### config.mk
export PLATFORM = sky130hd
export DESIGN_NAME = mss_status_regs
export DESIGN_NICKNAME = d
export VERILOG_FILES = /design/src/verilog/mss_pkg.sv /design/src/verilog/mss_err_counter.sv /design/src/verilog/mss_status_regs.sv
export SDC_FILE = /design/constraint.sdc
export NUM_CORES = 1
export LEC_CHECK = 0
export ABC_AREA = 1
export BUFFER_PORTS_ARGS = -buffer_cell sky130_fd_sc_hd__buf_2
export CAP_MARGIN = 30
export CELL_PAD_IN_SITES_DETAIL_PLACEMENT = 1
export CELL_PAD_IN_SITES_GLOBAL_PLACEMENT = 2
export CORE_MARGIN = 4
export CORE_UTILIZATION = 32
export CTS_CLUSTER_DIAMETER = 200
export DETAILED_ROUTE_END_ITERATION = 16
export PLACE_DENSITY = 0.86
export SYNTH_ARGS = -nofsm -noshare
export SYNTH_HDL_FRONTEND = slang
export SYNTH_SLANG_ARGS = --single-unit
export TNS_END_PERCENT = 100
### constraint.sdc
create_clock -name core_clk_in -period 3.2 [get_ports core_clk_in]
set_clock_uncertainty 0.2 [all_clocks]
set_input_delay 0.32 -clock core_clk_in [delete_from_list [all_inputs] [get_ports core_clk_in]]
set_output_delay 0.32 -clock core_clk_in [all_outputs]
set_load 0.02 [all_outputs]
### src/verilog/mss_pkg.sv
// Package for the memory subsystem status register bank.
// Assumes a 32-bit APB with byte addresses; offsets are byte offsets.
package mss_pkg;

  localparam int ADDR_W = 12;
  localparam int DATA_W = 32;
  localparam int CNT_W  = 16;
  localparam int FLAG_W = 32;

  // Register offsets
  localparam logic [ADDR_W-1:0] OFF_DDR_DMA_ERR_ADDR = 12'h0e0;
  localparam logic [ADDR_W-1:0] OFF_DDR_BUS_ERR_ADDR = 12'h0e4;
  localparam logic [ADDR_W-1:0] OFF_DDR_BUF_EMPTY    = 12'h0e8;
  localparam logic [ADDR_W-1:0] OFF_DDR_BUF_DISABLE  = 12'h0ec;
  localparam logic [ADDR_W-1:0] OFF_SRAM0_ERR_COUNT  = 12'h0f0;
  localparam logic [ADDR_W-1:0] OFF_SRAM1_ERR_COUNT  = 12'h0f4;
  localparam logic [ADDR_W-1:0] OFF_SRAM0_ERR_ADDR   = 12'h10c;
  localparam logic [ADDR_W-1:0] OFF_SRAM1_ERR_ADDR   = 12'h110;
  localparam logic [ADDR_W-1:0] OFF_MASTERS_4_5_SEC  = 12'h128;
  localparam logic [ADDR_W-1:0] OFF_MASTERS_3_7_SEC  = 12'h12c;
  localparam logic [ADDR_W-1:0] OFF_MASTER_9_SEC     = 12'h130;
  localparam logic [ADDR_W-1:0] OFF_CHIP_STATUS      = 12'h140;
  localparam logic [ADDR_W-1:0] OFF_NVM_PROTECT_USER = 12'h144;
  localparam logic [ADDR_W-1:0] OFF_NVM_SHADOW       = 12'h148;
  localparam logic [ADDR_W-1:0] OFF_PART_REVISION    = 12'h14c;
  localparam logic [ADDR_W-1:0] OFF_DDR_PLL_STATUS   = 12'h150;
  localparam logic [ADDR_W-1:0] OFF_NVM_BUSY         = 12'h158;
  localparam logic [ADDR_W-1:0] OFF_DDR_BRIDGE_STAT  = 12'h160;
  localparam logic [ADDR_W-1:0] OFF_DDR_IO_CALIB     = 12'h164;
  localparam logic [ADDR_W-1:0] OFF_CLOCK_CALIB      = 12'h168;
  localparam logic [ADDR_W-1:0] OFF_FABRIC_PROTECT_SIZE    = 12'h184;
  localparam logic [ADDR_W-1:0] OFF_FABRIC_PROTECT_BASE    = 12'h188;
  localparam logic [ADDR_W-1:0] OFF_SRAM_ERR_FLAGS   = 12'h190;
  localparam logic [ADDR_W-1:0] OFF_INTERNAL_FLAGS   = 12'h194;
  localparam logic [ADDR_W-1:0] OFF_EXTERNAL_FLAGS   = 12'h198;
  localparam logic [ADDR_W-1:0] OFF_CLEAR_COUNTERS   = 12'h1a4;
  localparam logic [ADDR_W-1:0] OFF_FLUSH_CONTROL    = 12'h1a8;
  localparam logic [ADDR_W-1:0] OFF_IRQ_STATUS       = 12'h1b0;
  localparam logic [ADDR_W-1:0] OFF_IRQ_ENABLE       = 12'h1b4;
  localparam logic [ADDR_W-1:0] OFF_IRQ_CLEAR        = 12'h1b8;

  // Field positions
  localparam int SRAM_FLAG_W     = 4;
  localparam int IRQ_W           = 6;
  localparam int BIT_CLR_PULSE   = 0;
  localparam int BIT_FLUSH_PULSE = 0;
  localparam int IRQ_DDR_DMA     = 4;
  localparam int IRQ_DDR_BUS     = 5;

  // Reset values
  localparam logic [DATA_W-1:0] RST_WORD = 32'h0000_0000;

  typedef struct packed {
    logic              sec;
    logic              ded;
    logic [DATA_W-1:0] addr;
  } mss_sram_ev_t;

  typedef struct packed {
    logic              valid;
    logic [DATA_W-1:0] addr;
  } mss_ddr_err_t;

  typedef struct packed {
    logic [DATA_W-1:0] mm45;
    logic [DATA_W-1:0] mm37;
    logic [DATA_W-1:0] mm9;
    logic [DATA_W-1:0] nvm_prot;
    logic [DATA_W-1:0] fab_size;
    logic [DATA_W-1:0] fab_base;
  } mss_flash_cfg_t;

endpackage

### src/verilog/mss_err_counter.sv
// Single-bit and double-bit error counters of one on-chip SRAM.
// Assumes error strobes and the clear pulse come from the same clock.
`timescale 1ns/1ps
module mss_err_counter #(
  parameter int CNT_W = 16
) (
  // Clock and reset
  input  wire logic               core_clk_in,
  input  wire logic               rst_n_in,
  // Events
  input  wire logic               clr_in,
  input  wire logic               sec_in,
  input  wire logic               ded_in,
  // Count word, double-bit count high
  output logic      [2*CNT_W-1:0] count_out
);

  logic [CNT_W-1:0] sec_cnt_r;
  logic [CNT_W-1:0] ded_cnt_r;
  logic [CNT_W-1:0] sec_cnt_nxt;
  logic [CNT_W-1:0] ded_cnt_nxt;

  // Saturate rather than wrap so a flood never reads as few errors
  wire sec_full = &sec_cnt_r;
  wire ded_full = &ded_cnt_r;
  // An event in the clearing cycle counts as the first one
  assign sec_cnt_nxt = clr_in ? CNT_W'(sec_in)
                     : sec_cnt_r + CNT_W'(sec_in && !sec_full);
  assign ded_cnt_nxt = clr_in ? CNT_W'(ded_in)
                     : ded_cnt_r + CNT_W'(ded_in && !ded_full);

  always_ff @(posedge core_clk_in or negedge rst_n_in) begin
    if (!rst_n_in) begin
      sec_cnt_r <= '0;
      ded_cnt_r <= '0;
    end else begin
      sec_cnt_r <= sec_cnt_nxt;
      ded_cnt_r <= ded_cnt_nxt;
    end
  end

  assign count_out = {ded_cnt_r, sec_cnt_r};
endmodule // mss_err_counter

### src/verilog/mss_status_regs.sv
// Status and clear-type register bank of the memory subsystem, APB slave.
// Assumes all event and status inputs are driven by logic on core_clk_in.
// Overview of operation
// Per-SRAM read-only single/double error counters
// Write one clears both 16-bit counter sets
// Capture address of each SRAM SECDED error
// SRAM error flags sticky until written one
// Internal and external flags, write one clears
// Read-only DDR bridge failing transfer addresses
// Read-only buffer empty and disabled status
// Master permission registers loaded, not bus-written
// NVM protect configuration loaded from flash bits
// Read-only fabric protected base and size
// Read-only busy state of both NVMs
// DDR I/O calibration, shadow status cleared by power-on only
// Write one to flush issues one-cycle pulse
// Reserved reads zero, illegal writes ignored
//
// The APB interface to the registers was chosen for this implementation.
`timescale 1ns/1ps
module mss_status_regs
  import mss_pkg::*;
#(
  // Arbitrary revision value, not a real part code
  parameter logic [31:0] PART_REVISION = 32'h0000_0001
) (
  // Clock and resets
  input  wire logic                   core_clk_in,
  input  wire logic                   rst_n_in,
  input  wire logic                   power_on_reset_n_in,
  // APB slave
  input  wire logic                   psel_in,
  input  wire logic                   penable_in,
  input  wire logic                   pwrite_in,
  input  wire logic [mss_pkg::ADDR_W-1:0] paddr_in,
  input  wire logic [mss_pkg::DATA_W-1:0] pwdata_in,
  output logic      [mss_pkg::DATA_W-1:0] prdata_out,
  output logic                        pready_out,
  // SRAM error events
  input  wire mss_pkg::mss_sram_ev_t  sram_zero_ev_in,
  input  wire mss_pkg::mss_sram_ev_t  sram_one_ev_in,
  // DDR bridge
  input  wire mss_pkg::mss_ddr_err_t  ddr_dma_err_in,
  input  wire mss_pkg::mss_ddr_err_t  ddr_bus_err_in,
  input  wire logic [mss_pkg::DATA_W-1:0] ddr_buf_empty_in,
  input  wire logic [mss_pkg::DATA_W-1:0] ddr_buf_disable_in,
  input  wire logic [mss_pkg::DATA_W-1:0] ddr_bridge_stat_in,
  // Flash-loaded configuration
  input  wire logic                   cfg_load_in,
  input  wire mss_pkg::mss_flash_cfg_t flash_cfg_in,
  // Other status sources
  input  wire logic [1:0]             nvm_busy_in,
  input  wire logic [mss_pkg::DATA_W-1:0] chip_status_in,
  input  wire logic [mss_pkg::DATA_W-1:0] nvm_shadow_in,
  input  wire logic [mss_pkg::DATA_W-1:0] ddr_pll_status_in,
  input  wire logic [mss_pkg::DATA_W-1:0] ddr_io_calib_in,
  input  wire logic [mss_pkg::DATA_W-1:0] clock_calib_in,
  input  wire logic [mss_pkg::FLAG_W-1:0] internal_ev_in,
  input  wire logic [mss_pkg::FLAG_W-1:0] external_ev_in,
  // Pulses and interrupt
  output logic                        flush_pulse_out,
  output logic                        clr_counters_out,
  output logic                        irq_out
);
  import mss_pkg::*;

  // Bus handshake
  logic              pready_r;
  logic [DATA_W-1:0] prdata_r;
  wire setup_phase = psel_in && !penable_in;
  wire wr_commit   = psel_in && penable_in && pwrite_in && pready_r;
  wire [DATA_W-1:0] wdata = pwdata_in;

  // Address decode
  wire sel_dma_adr  = paddr_in == OFF_DDR_DMA_ERR_ADDR;
  wire sel_bus_adr  = paddr_in == OFF_DDR_BUS_ERR_ADDR;
  wire sel_buf_emp  = paddr_in == OFF_DDR_BUF_EMPTY;
  wire sel_buf_dis  = paddr_in == OFF_DDR_BUF_DISABLE;
  wire sel_cnt0     = paddr_in == OFF_SRAM0_ERR_COUNT;
  wire sel_cnt1     = paddr_in == OFF_SRAM1_ERR_COUNT;
  wire sel_adr0     = paddr_in == OFF_SRAM0_ERR_ADDR;
  wire sel_adr1     = paddr_in == OFF_SRAM1_ERR_ADDR;
  wire sel_mm45     = paddr_in == OFF_MASTERS_4_5_SEC;
  wire sel_mm37     = paddr_in == OFF_MASTERS_3_7_SEC;
  wire sel_mm9      = paddr_in == OFF_MASTER_9_SEC;
  wire sel_chip     = paddr_in == OFF_CHIP_STATUS;
  wire sel_nvm_prot = paddr_in == OFF_NVM_PROTECT_USER;
  wire sel_shadow   = paddr_in == OFF_NVM_SHADOW;
  wire sel_rev      = paddr_in == OFF_PART_REVISION;
  wire sel_pll      = paddr_in == OFF_DDR_PLL_STATUS;
  wire sel_busy     = paddr_in == OFF_NVM_BUSY;
  wire sel_ddr_stat = paddr_in == OFF_DDR_BRIDGE_STAT;
  wire sel_io_cal   = paddr_in == OFF_DDR_IO_CALIB;
  wire sel_clk_cal  = paddr_in == OFF_CLOCK_CALIB;
  wire sel_fab_size = paddr_in == OFF_FABRIC_PROTECT_SIZE;
  wire sel_fab_base = paddr_in == OFF_FABRIC_PROTECT_BASE;
  wire sel_sram_flg = paddr_in == OFF_SRAM_ERR_FLAGS;
  wire sel_int_flg  = paddr_in == OFF_INTERNAL_FLAGS;
  wire sel_ext_flg  = paddr_in == OFF_EXTERNAL_FLAGS;
  wire sel_clr_cnt  = paddr_in == OFF_CLEAR_COUNTERS;
  wire sel_flush    = paddr_in == OFF_FLUSH_CONTROL;
  wire sel_irq_stat = paddr_in == OFF_IRQ_STATUS;
  wire sel_irq_en   = paddr_in == OFF_IRQ_ENABLE;
  wire sel_irq_clr  = paddr_in == OFF_IRQ_CLEAR;

  // Write strobes; writes elsewhere fall through unused
  wire wr_sram_flg = wr_commit && sel_sram_flg;
  wire wr_int_flg  = wr_commit && sel_int_flg;
  wire wr_ext_flg  = wr_commit && sel_ext_flg;
  wire wr_irq_en   = wr_commit && sel_irq_en;
  wire wr_irq_clr  = wr_commit && sel_irq_clr;
  wire clr_cnt_req = wr_commit && sel_clr_cnt && wdata[BIT_CLR_PULSE];
  wire flush_req   = wr_commit && sel_flush && wdata[BIT_FLUSH_PULSE];

  // State registers
  logic [DATA_W-1:0]      dma_adr_r;
  logic [DATA_W-1:0]      bus_adr_r;
  logic [DATA_W-1:0]      buf_emp_r;
  logic [DATA_W-1:0]      buf_dis_r;
  logic [DATA_W-1:0]      sram_adr_r [2];
  logic [DATA_W-1:0]      chip_r;
  logic [DATA_W-1:0]      pll_r;
  logic [DATA_W-1:0]      ddr_stat_r;
  logic [DATA_W-1:0]      clk_cal_r;
  logic [1:0]             busy_r;
  mss_flash_cfg_t         cfg_r;
  logic [DATA_W-1:0]      shadow_r;
  logic [DATA_W-1:0]      io_cal_r;
  logic [SRAM_FLAG_W-1:0] sram_flg_r;
  logic [FLAG_W-1:0]      int_flg_r;
  logic [FLAG_W-1:0]      ext_flg_r;
  logic [IRQ_W-1:0]       irq_stat_r;
  logic [IRQ_W-1:0]       irq_en_r;
  logic                   irq_r;
  logic                   flush_r;
  logic                   clr_cnt_r;
  logic [2*CNT_W-1:0]     cnt_word [2];
  logic [DATA_W-1:0]      rd_mux;

  // Per-SRAM counters and address capture
  mss_sram_ev_t sram_ev [2];
  assign sram_ev[0] = sram_zero_ev_in;
  assign sram_ev[1] = sram_one_ev_in;

  genvar g;
  generate
    for (g = 0; g < 2; g++) begin : g_sram
      mss_err_counter #(
        .CNT_W (CNT_W)
      ) u_cnt (
        .core_clk_in (core_clk_in),
        .rst_n_in    (rst_n_in),
        .clr_in      (clr_cnt_r),
        .sec_in      (sram_ev[g].sec),
        .ded_in      (sram_ev[g].ded),
        .count_out   (cnt_word[g])
      );

      always_ff @(posedge core_clk_in or negedge rst_n_in) begin
        if (!rst_n_in) begin
          sram_adr_r[g] <= RST_WORD;
        end else if (sram_ev[g].sec || sram_ev[g].ded) begin
          sram_adr_r[g] <= sram_ev[g].addr;
        end
      end
    end
  endgenerate

  // Sticky flag updates; a new event beats a same-cycle clear
  wire [SRAM_FLAG_W-1:0] sram_ev_vec = {sram_ev[1].ded, sram_ev[1].sec,
                                        sram_ev[0].ded, sram_ev[0].sec};
  wire [SRAM_FLAG_W-1:0] sram_flg_clr = wr_sram_flg ? wdata[SRAM_FLAG_W-1:0] : '0;
  wire [FLAG_W-1:0]      int_flg_clr  = wr_int_flg ? wdata[FLAG_W-1:0] : '0;
  wire [FLAG_W-1:0]      ext_flg_clr  = wr_ext_flg ? wdata[FLAG_W-1:0] : '0;
  wire [IRQ_W-1:0]       irq_clr      = wr_irq_clr ? wdata[IRQ_W-1:0] : '0;
  wire [IRQ_W-1:0]       irq_ev       = {ddr_bus_err_in.valid, ddr_dma_err_in.valid,
                                         sram_ev_vec};
  wire [SRAM_FLAG_W-1:0] sram_flg_nxt = (sram_flg_r & ~sram_flg_clr) | sram_ev_vec;
  wire [FLAG_W-1:0]      int_flg_nxt  = (int_flg_r & ~int_flg_clr) | internal_ev_in;
  wire [FLAG_W-1:0]      ext_flg_nxt  = (ext_flg_r & ~ext_flg_clr) | external_ev_in;
  wire [IRQ_W-1:0]       irq_stat_nxt = (irq_stat_r & ~irq_clr) | irq_ev;

  // System-reset state
  always_ff @(posedge core_clk_in or negedge rst_n_in) begin
    if (!rst_n_in) begin
      dma_adr_r  <= RST_WORD;
      bus_adr_r  <= RST_WORD;
      buf_emp_r  <= RST_WORD;
      buf_dis_r  <= RST_WORD;
      chip_r     <= RST_WORD;
      pll_r      <= RST_WORD;
      ddr_stat_r <= RST_WORD;
      clk_cal_r  <= RST_WORD;
      busy_r     <= '0;
      sram_flg_r <= '0;
      int_flg_r  <= '0;
      ext_flg_r  <= '0;
    end else begin
      if (ddr_dma_err_in.valid) begin
        dma_adr_r <= ddr_dma_err_in.addr;
      end
      if (ddr_bus_err_in.valid) begin
        bus_adr_r <= ddr_bus_err_in.addr;
      end
      buf_emp_r  <= ddr_buf_empty_in;
      buf_dis_r  <= ddr_buf_disable_in;
      chip_r     <= chip_status_in;
      pll_r      <= ddr_pll_status_in;
      ddr_stat_r <= ddr_bridge_stat_in;
      clk_cal_r  <= clock_calib_in;
      busy_r     <= nvm_busy_in;
      sram_flg_r <= sram_flg_nxt;
      int_flg_r  <= int_flg_nxt;
      ext_flg_r  <= ext_flg_nxt;
    end
  end

  // Flash-loaded words; only the load strobe changes them, never the bus
  always_ff @(posedge core_clk_in or negedge rst_n_in) begin
    if (!rst_n_in) begin
      cfg_r <= '0;
    end else if (cfg_load_in) begin
      cfg_r <= flash_cfg_in;
    end
  end

  // Power-on state survives system reset
  always_ff @(posedge core_clk_in or negedge power_on_reset_n_in) begin
    if (!power_on_reset_n_in) begin
      shadow_r <= RST_WORD;
      io_cal_r <= RST_WORD;
    end else begin
      shadow_r <= nvm_shadow_in;
      io_cal_r <= ddr_io_calib_in;
    end
  end

  // Interrupt, pulses and bus answer
  always_ff @(posedge core_clk_in or negedge rst_n_in) begin
    if (!rst_n_in) begin
      irq_stat_r <= '0;
      irq_en_r   <= '0;
      irq_r      <= 1'b0;
      flush_r    <= 1'b0;
      clr_cnt_r  <= 1'b0;
      pready_r   <= 1'b0;
      prdata_r   <= RST_WORD;
    end else begin
      irq_stat_r <= irq_stat_nxt;
      if (wr_irq_en) begin
        irq_en_r <= wdata[IRQ_W-1:0];
      end
      irq_r     <= |(irq_stat_r & irq_en_r);
      flush_r   <= flush_req;
      clr_cnt_r <= clr_cnt_req;
      pready_r  <= setup_phase;
      if (setup_phase) begin
        prdata_r <= rd_mux;
      end
    end
  end

  // Read mux; unmapped and write-only offsets read zero
  assign rd_mux =
      ({DATA_W{sel_dma_adr}}  & dma_adr_r)
    | ({DATA_W{sel_bus_adr}}  & bus_adr_r)
    | ({DATA_W{sel_buf_emp}}  & buf_emp_r)
    | ({DATA_W{sel_buf_dis}}  & buf_dis_r)
    | ({DATA_W{sel_cnt0}}     & cnt_word[0])
    | ({DATA_W{sel_cnt1}}     & cnt_word[1])
    | ({DATA_W{sel_adr0}}     & sram_adr_r[0])
    | ({DATA_W{sel_adr1}}     & sram_adr_r[1])
    | ({DATA_W{sel_mm45}}     & cfg_r.mm45)
    | ({DATA_W{sel_mm37}}     & cfg_r.mm37)
    | ({DATA_W{sel_mm9}}      & cfg_r.mm9)
    | ({DATA_W{sel_chip}}     & chip_r)
    | ({DATA_W{sel_nvm_prot}} & cfg_r.nvm_prot)
    | ({DATA_W{sel_shadow}}   & shadow_r)
    | ({DATA_W{sel_rev}}      & PART_REVISION)
    | ({DATA_W{sel_pll}}      & pll_r)
    | ({DATA_W{sel_busy}}     & {30'h0, busy_r})
    | ({DATA_W{sel_ddr_stat}} & ddr_stat_r)
    | ({DATA_W{sel_io_cal}}   & io_cal_r)
    | ({DATA_W{sel_clk_cal}}  & clk_cal_r)
    | ({DATA_W{sel_fab_size}} & cfg_r.fab_size)
    | ({DATA_W{sel_fab_base}} & cfg_r.fab_base)
    | ({DATA_W{sel_sram_flg}} & {28'h0, sram_flg_r})
    | ({DATA_W{sel_int_flg}}  & int_flg_r)
    | ({DATA_W{sel_ext_flg}}  & ext_flg_r)
    | ({DATA_W{sel_irq_stat}} & {26'h0, irq_stat_r})
    | ({DATA_W{sel_irq_en}}   & {26'h0, irq_en_r});

  assign prdata_out       = prdata_r;
  assign pready_out       = pready_r;
  assign irq_out          = irq_r;
  assign flush_pulse_out  = flush_r;
  assign clr_counters_out = clr_cnt_r;

  wire mapped = sel_dma_adr | sel_bus_adr | sel_buf_emp | sel_buf_dis | sel_cnt0
              | sel_cnt1 | sel_adr0 | sel_adr1 | sel_mm45 | sel_mm37 | sel_mm9
              | sel_chip | sel_nvm_prot | sel_shadow | sel_rev | sel_pll | sel_busy
              | sel_ddr_stat | sel_io_cal | sel_clk_cal | sel_fab_size | sel_fab_base
              | sel_sram_flg | sel_int_flg | sel_ext_flg | sel_irq_stat | sel_irq_en;
endmodule // mss_status_regs

==> impl_metrics.toml <==
[worst_setup_path]
reg2reg_depth = 15
worst_path_largest_cell_delay_ps = 530
arrival_ps = 3550
r2r-start = "g_sram[1].u_cnt.ded_cnt_r[4]$_DFF_PN0_"
crit_chain = "dlygate4sd3_1 > buf_2 > inv_1 > nor2_1 > nand2_1 > buf_4 > nor2_4 > buf_4 > nand2_1 > nand2_1 > nor2_1 > nand2_1 > nor2_1 > a21oi_1"
criticalPathCategory = "primary input to flip-flop"
cp_common_cell = "nand2_1"
cpMaxStageDelayCell = "dlygate4sd3_1"
critPathBufInv = 5
cp-end-kind = "flip-flop"
r2r_setup_slack_ps = 420
worstPathMaxFanout = 11
critPathRequiredTime_ps = 3580
path_delay_family = "simple AND/OR/NAND/NOR gates"
worstSetupStartpointType = "primary input"
r2r_end = "g_sram[1].u_cnt.ded_cnt_r[15]$_DFF_PN0_"

[timing]
slew_violations = 0
tightest_slew_ps = 1000
finalHoldViolations = 0
relSlewSlack = 0.324
fin_ws_ps = 35.6
fin_tns_setup_ps = 0
period_minus_slack_ps = 3160
fmax_ghz = 0.316
setup-violations-final = 0
rsz0062_at_grt = "no"
fin_crit_sh = 0.989

[cts]
clkLatencyLatePin_ps = 700
numCtsBuffers = 88
cts_tree = "done"
cts-resized-gates = 0
cts_buffer_depth = 3
post_cts_buffers = 0
root_buffer = "clkbuf_16"
cts.sinks = 758
ctsHtreeMaxLevel = 3
cts.clk_slew.worst_paths_ps = 60

[final_layout]
nFillCells = 11562
largest_reg_flops = 192
num-nets-final = 5928
area_growth_pct = 53.9
final_design_area_no_fill_um2 = 49500
drive_gt1_frac = 0.233
reg_top3 = "cfg_r (192), sram_adr_r (64)"
top_register = "cfg_r"

[logic_synthesis]
yosysSeqAreaShare = 0.589
ys_types = 35
syn-num-nets = 4314
synth.avg_cell_area_um2 = 8.93
ys_warn_count = 0
netlist_area_um2 = 32200
synthArstFlopShare = 1.00
netlist_instances = 3607
synth-edff-count = 0
synth_flop_cell = "dfrtp_1"
synth_seq_cells = 758

[place]
dpl_cell_area_um2 = 38400
dp.final_hpwl_um = 129000
place.gp.congestion = 0.954
port_buffers = 734
pre_cts_ws_ps = 24.2

[floorplan]
io_pins = 735
dieArea_um2 = 106000
fp-row-count = 116
die_h_um = 325
initial_utilization = 0.322
fp.dieW_um = 325
coreArea_um2 = 100000

[grt]
grt_pass1_vias = 38848
grt_max_degree = 86
grt_overflow_total = 0
grt_pass1_wl_um = 276000
antenna_found_initial = 73
track_usage = 0.361

[power]
p_per_area_nw_per_um2 = 507
ir_worst_vdd_mv = 0.340
p_leak_nw = 23.9
power.total_w = 0.0251

[detailed_routing]
drc_errors = 0
via_count = 34924
routed_wl_um = 195000
drt_pass1_iterations = 5
detail_route.wl_per_cell_um = 29.4
drtIter0Drc = 2885
via_per_inst = 5.26
antenna_left = 0

[hold_path]
hold_class = "primary input to async pin"

[run_status]
status = "finished clean"

[run]
cap_violations = 0
-- final cells by class --
cell class	instances	area (um^2)	share of cell area
multi-input combinational	2369	11500	0.231
clock buffer	127	2560	0.0517
sequential	758	19000	0.383
tap	1298	1620	0.0328
antenna	54	135	0.00273
clock inverter	34	463	0.00934
timing repair buffer	1654	13000	0.263
inverter	350	1310	0.0265
-- through the flow --
stage	std cells	util	hold slack [ps]
after floorplan	3607	-	-176
after global routing	6632	0.495	24.0
after CTS	6590	0.494	0.786
after detailed placement	5632	0.384	175
after global placement	5632	0.384	183
final	6644	0.495	45.7
-- repair_timing --
action | in CTS | in global routing
endpoints found under the hold margin | 849 | 0
hold buffers | 797 | 0
setup endpoints to repair | 0 | 0
-- kinds of logic after synthesis --
| kind of cell | synth area share |
|---|---|
| buffers and inverters | 0.0582 |
| and+or+nand+nor | 0.221 |
| AOI/OAI and AO/OA | 0.0647 |
| xor gates and xnor gates | 0.00136 |
| DFF | 0.589 |
| muxes | 0.0630 |
| adders and majority gates | 0.00311 |
-- worst max path at each step --
stage | slack (ps) | endpoint | cells past startpoint | from
after floorplan | 930 | g_sram[0].u_cnt.ded_cnt_r[13]$_DFF_PN0_ | 11 | g_sram[0].u_cnt.ded_cnt_r[4]$_DFF_PN0_
after global placement | 80 | prdata_out[11]$_DFFE_PN0P_ | 13 | paddr_in[1]
after detailed placement | 20 | prdata_out[11]$_DFFE_PN0P_ | 13 | paddr_in[1]
after CTS | 290 | prdata_out[11]$_DFFE_PN0P_ | 14 | paddr_in[6]
after global routing | 20 | prdata_out[11]$_DFFE_PN0P_ | 14 | paddr_in[6]
final | 40 | prdata_out[11]$_DFFE_PN0P_ | 14 | paddr_in[6]
-- layout by cell type (no fill, tap or decap), types with 18 or more instances in the layout --
master	netlist	final
nand2_1	1149	1149
dlygate4sd3_1	0	797
dfrtp_1	758	758
buf_2	44	731
nor2_1	410	398
inv_1	344	344
o21ai_0	255	255
mux2_2	180	180
nand3_1	143	142
buf_4	5	91
clkbuf_16	0	90
a21oi_1	85	85
diode_2	0	54
buf_12	0	33
o211ai_1	26	26
nor2_4	9	24
nor3_1	22	22
clkbuf_1	77	20
nand4_1	18	18
-- synth_stat cells (5+ instances only) --
cell	n	share of area
nand2_1	1149	0.13
dfrtp_1	758	0.59
nor2_1	410	0.048
inv_1	344	0.040
o21ai_0	255	0.040
mux2_2	180	0.063
nand3_1	143	0.022
a21oi_1	85	0.013
clkbuf_1	77	0.0090
buf_2	44	0.0068
o211ai_1	26	0.0061
nor3_1	22	0.0034
nand4_1	18	0.0035
nor2_2	17	0.0033
nor2_4	9	0.0031
o21ai_1	9	0.0014
ha_1	8	0.0031
inv_2	6	0.00070
nor4_1	6	0.0012
buf_4	5	0.0012
nand2_2	5	0.00097
xor2_1	5	0.0014
-- power by group --
part / internal, W / switching (W)
Sequential: 0.0104 / 0.000636
Clock: 0.00638 / 0.00452
Combinational: 0.00149 / 0.00174
-- routing by layer --
| layer | routed length (um) | GRT usage |
|---|---|---|
| met1 | 73800 | 0.430 |
| met2 | 90600 | 0.587 |
| met3 | 15400 | 0.0844 |
| met4 | 15500 | 0.237 |
| met5 | 115 | 0 |
-- worst reg2reg max path, cell delays in order, from the launching register on --
cell and delay [ps]:
dfrtp_1 430, nand2_1 140, inv_1 50, nand2_1 70, nor2_1 70, a21oi_1 170
ha_1 190, nand3_1 140, nor3_1 360, nand2_1 130, nor2_1 190, inv_1 110
nor2_1 200, nand3_1 100, nand2_1 70, nor2_1 50
No activity file was read; power rests on OpenSTA's default activity.
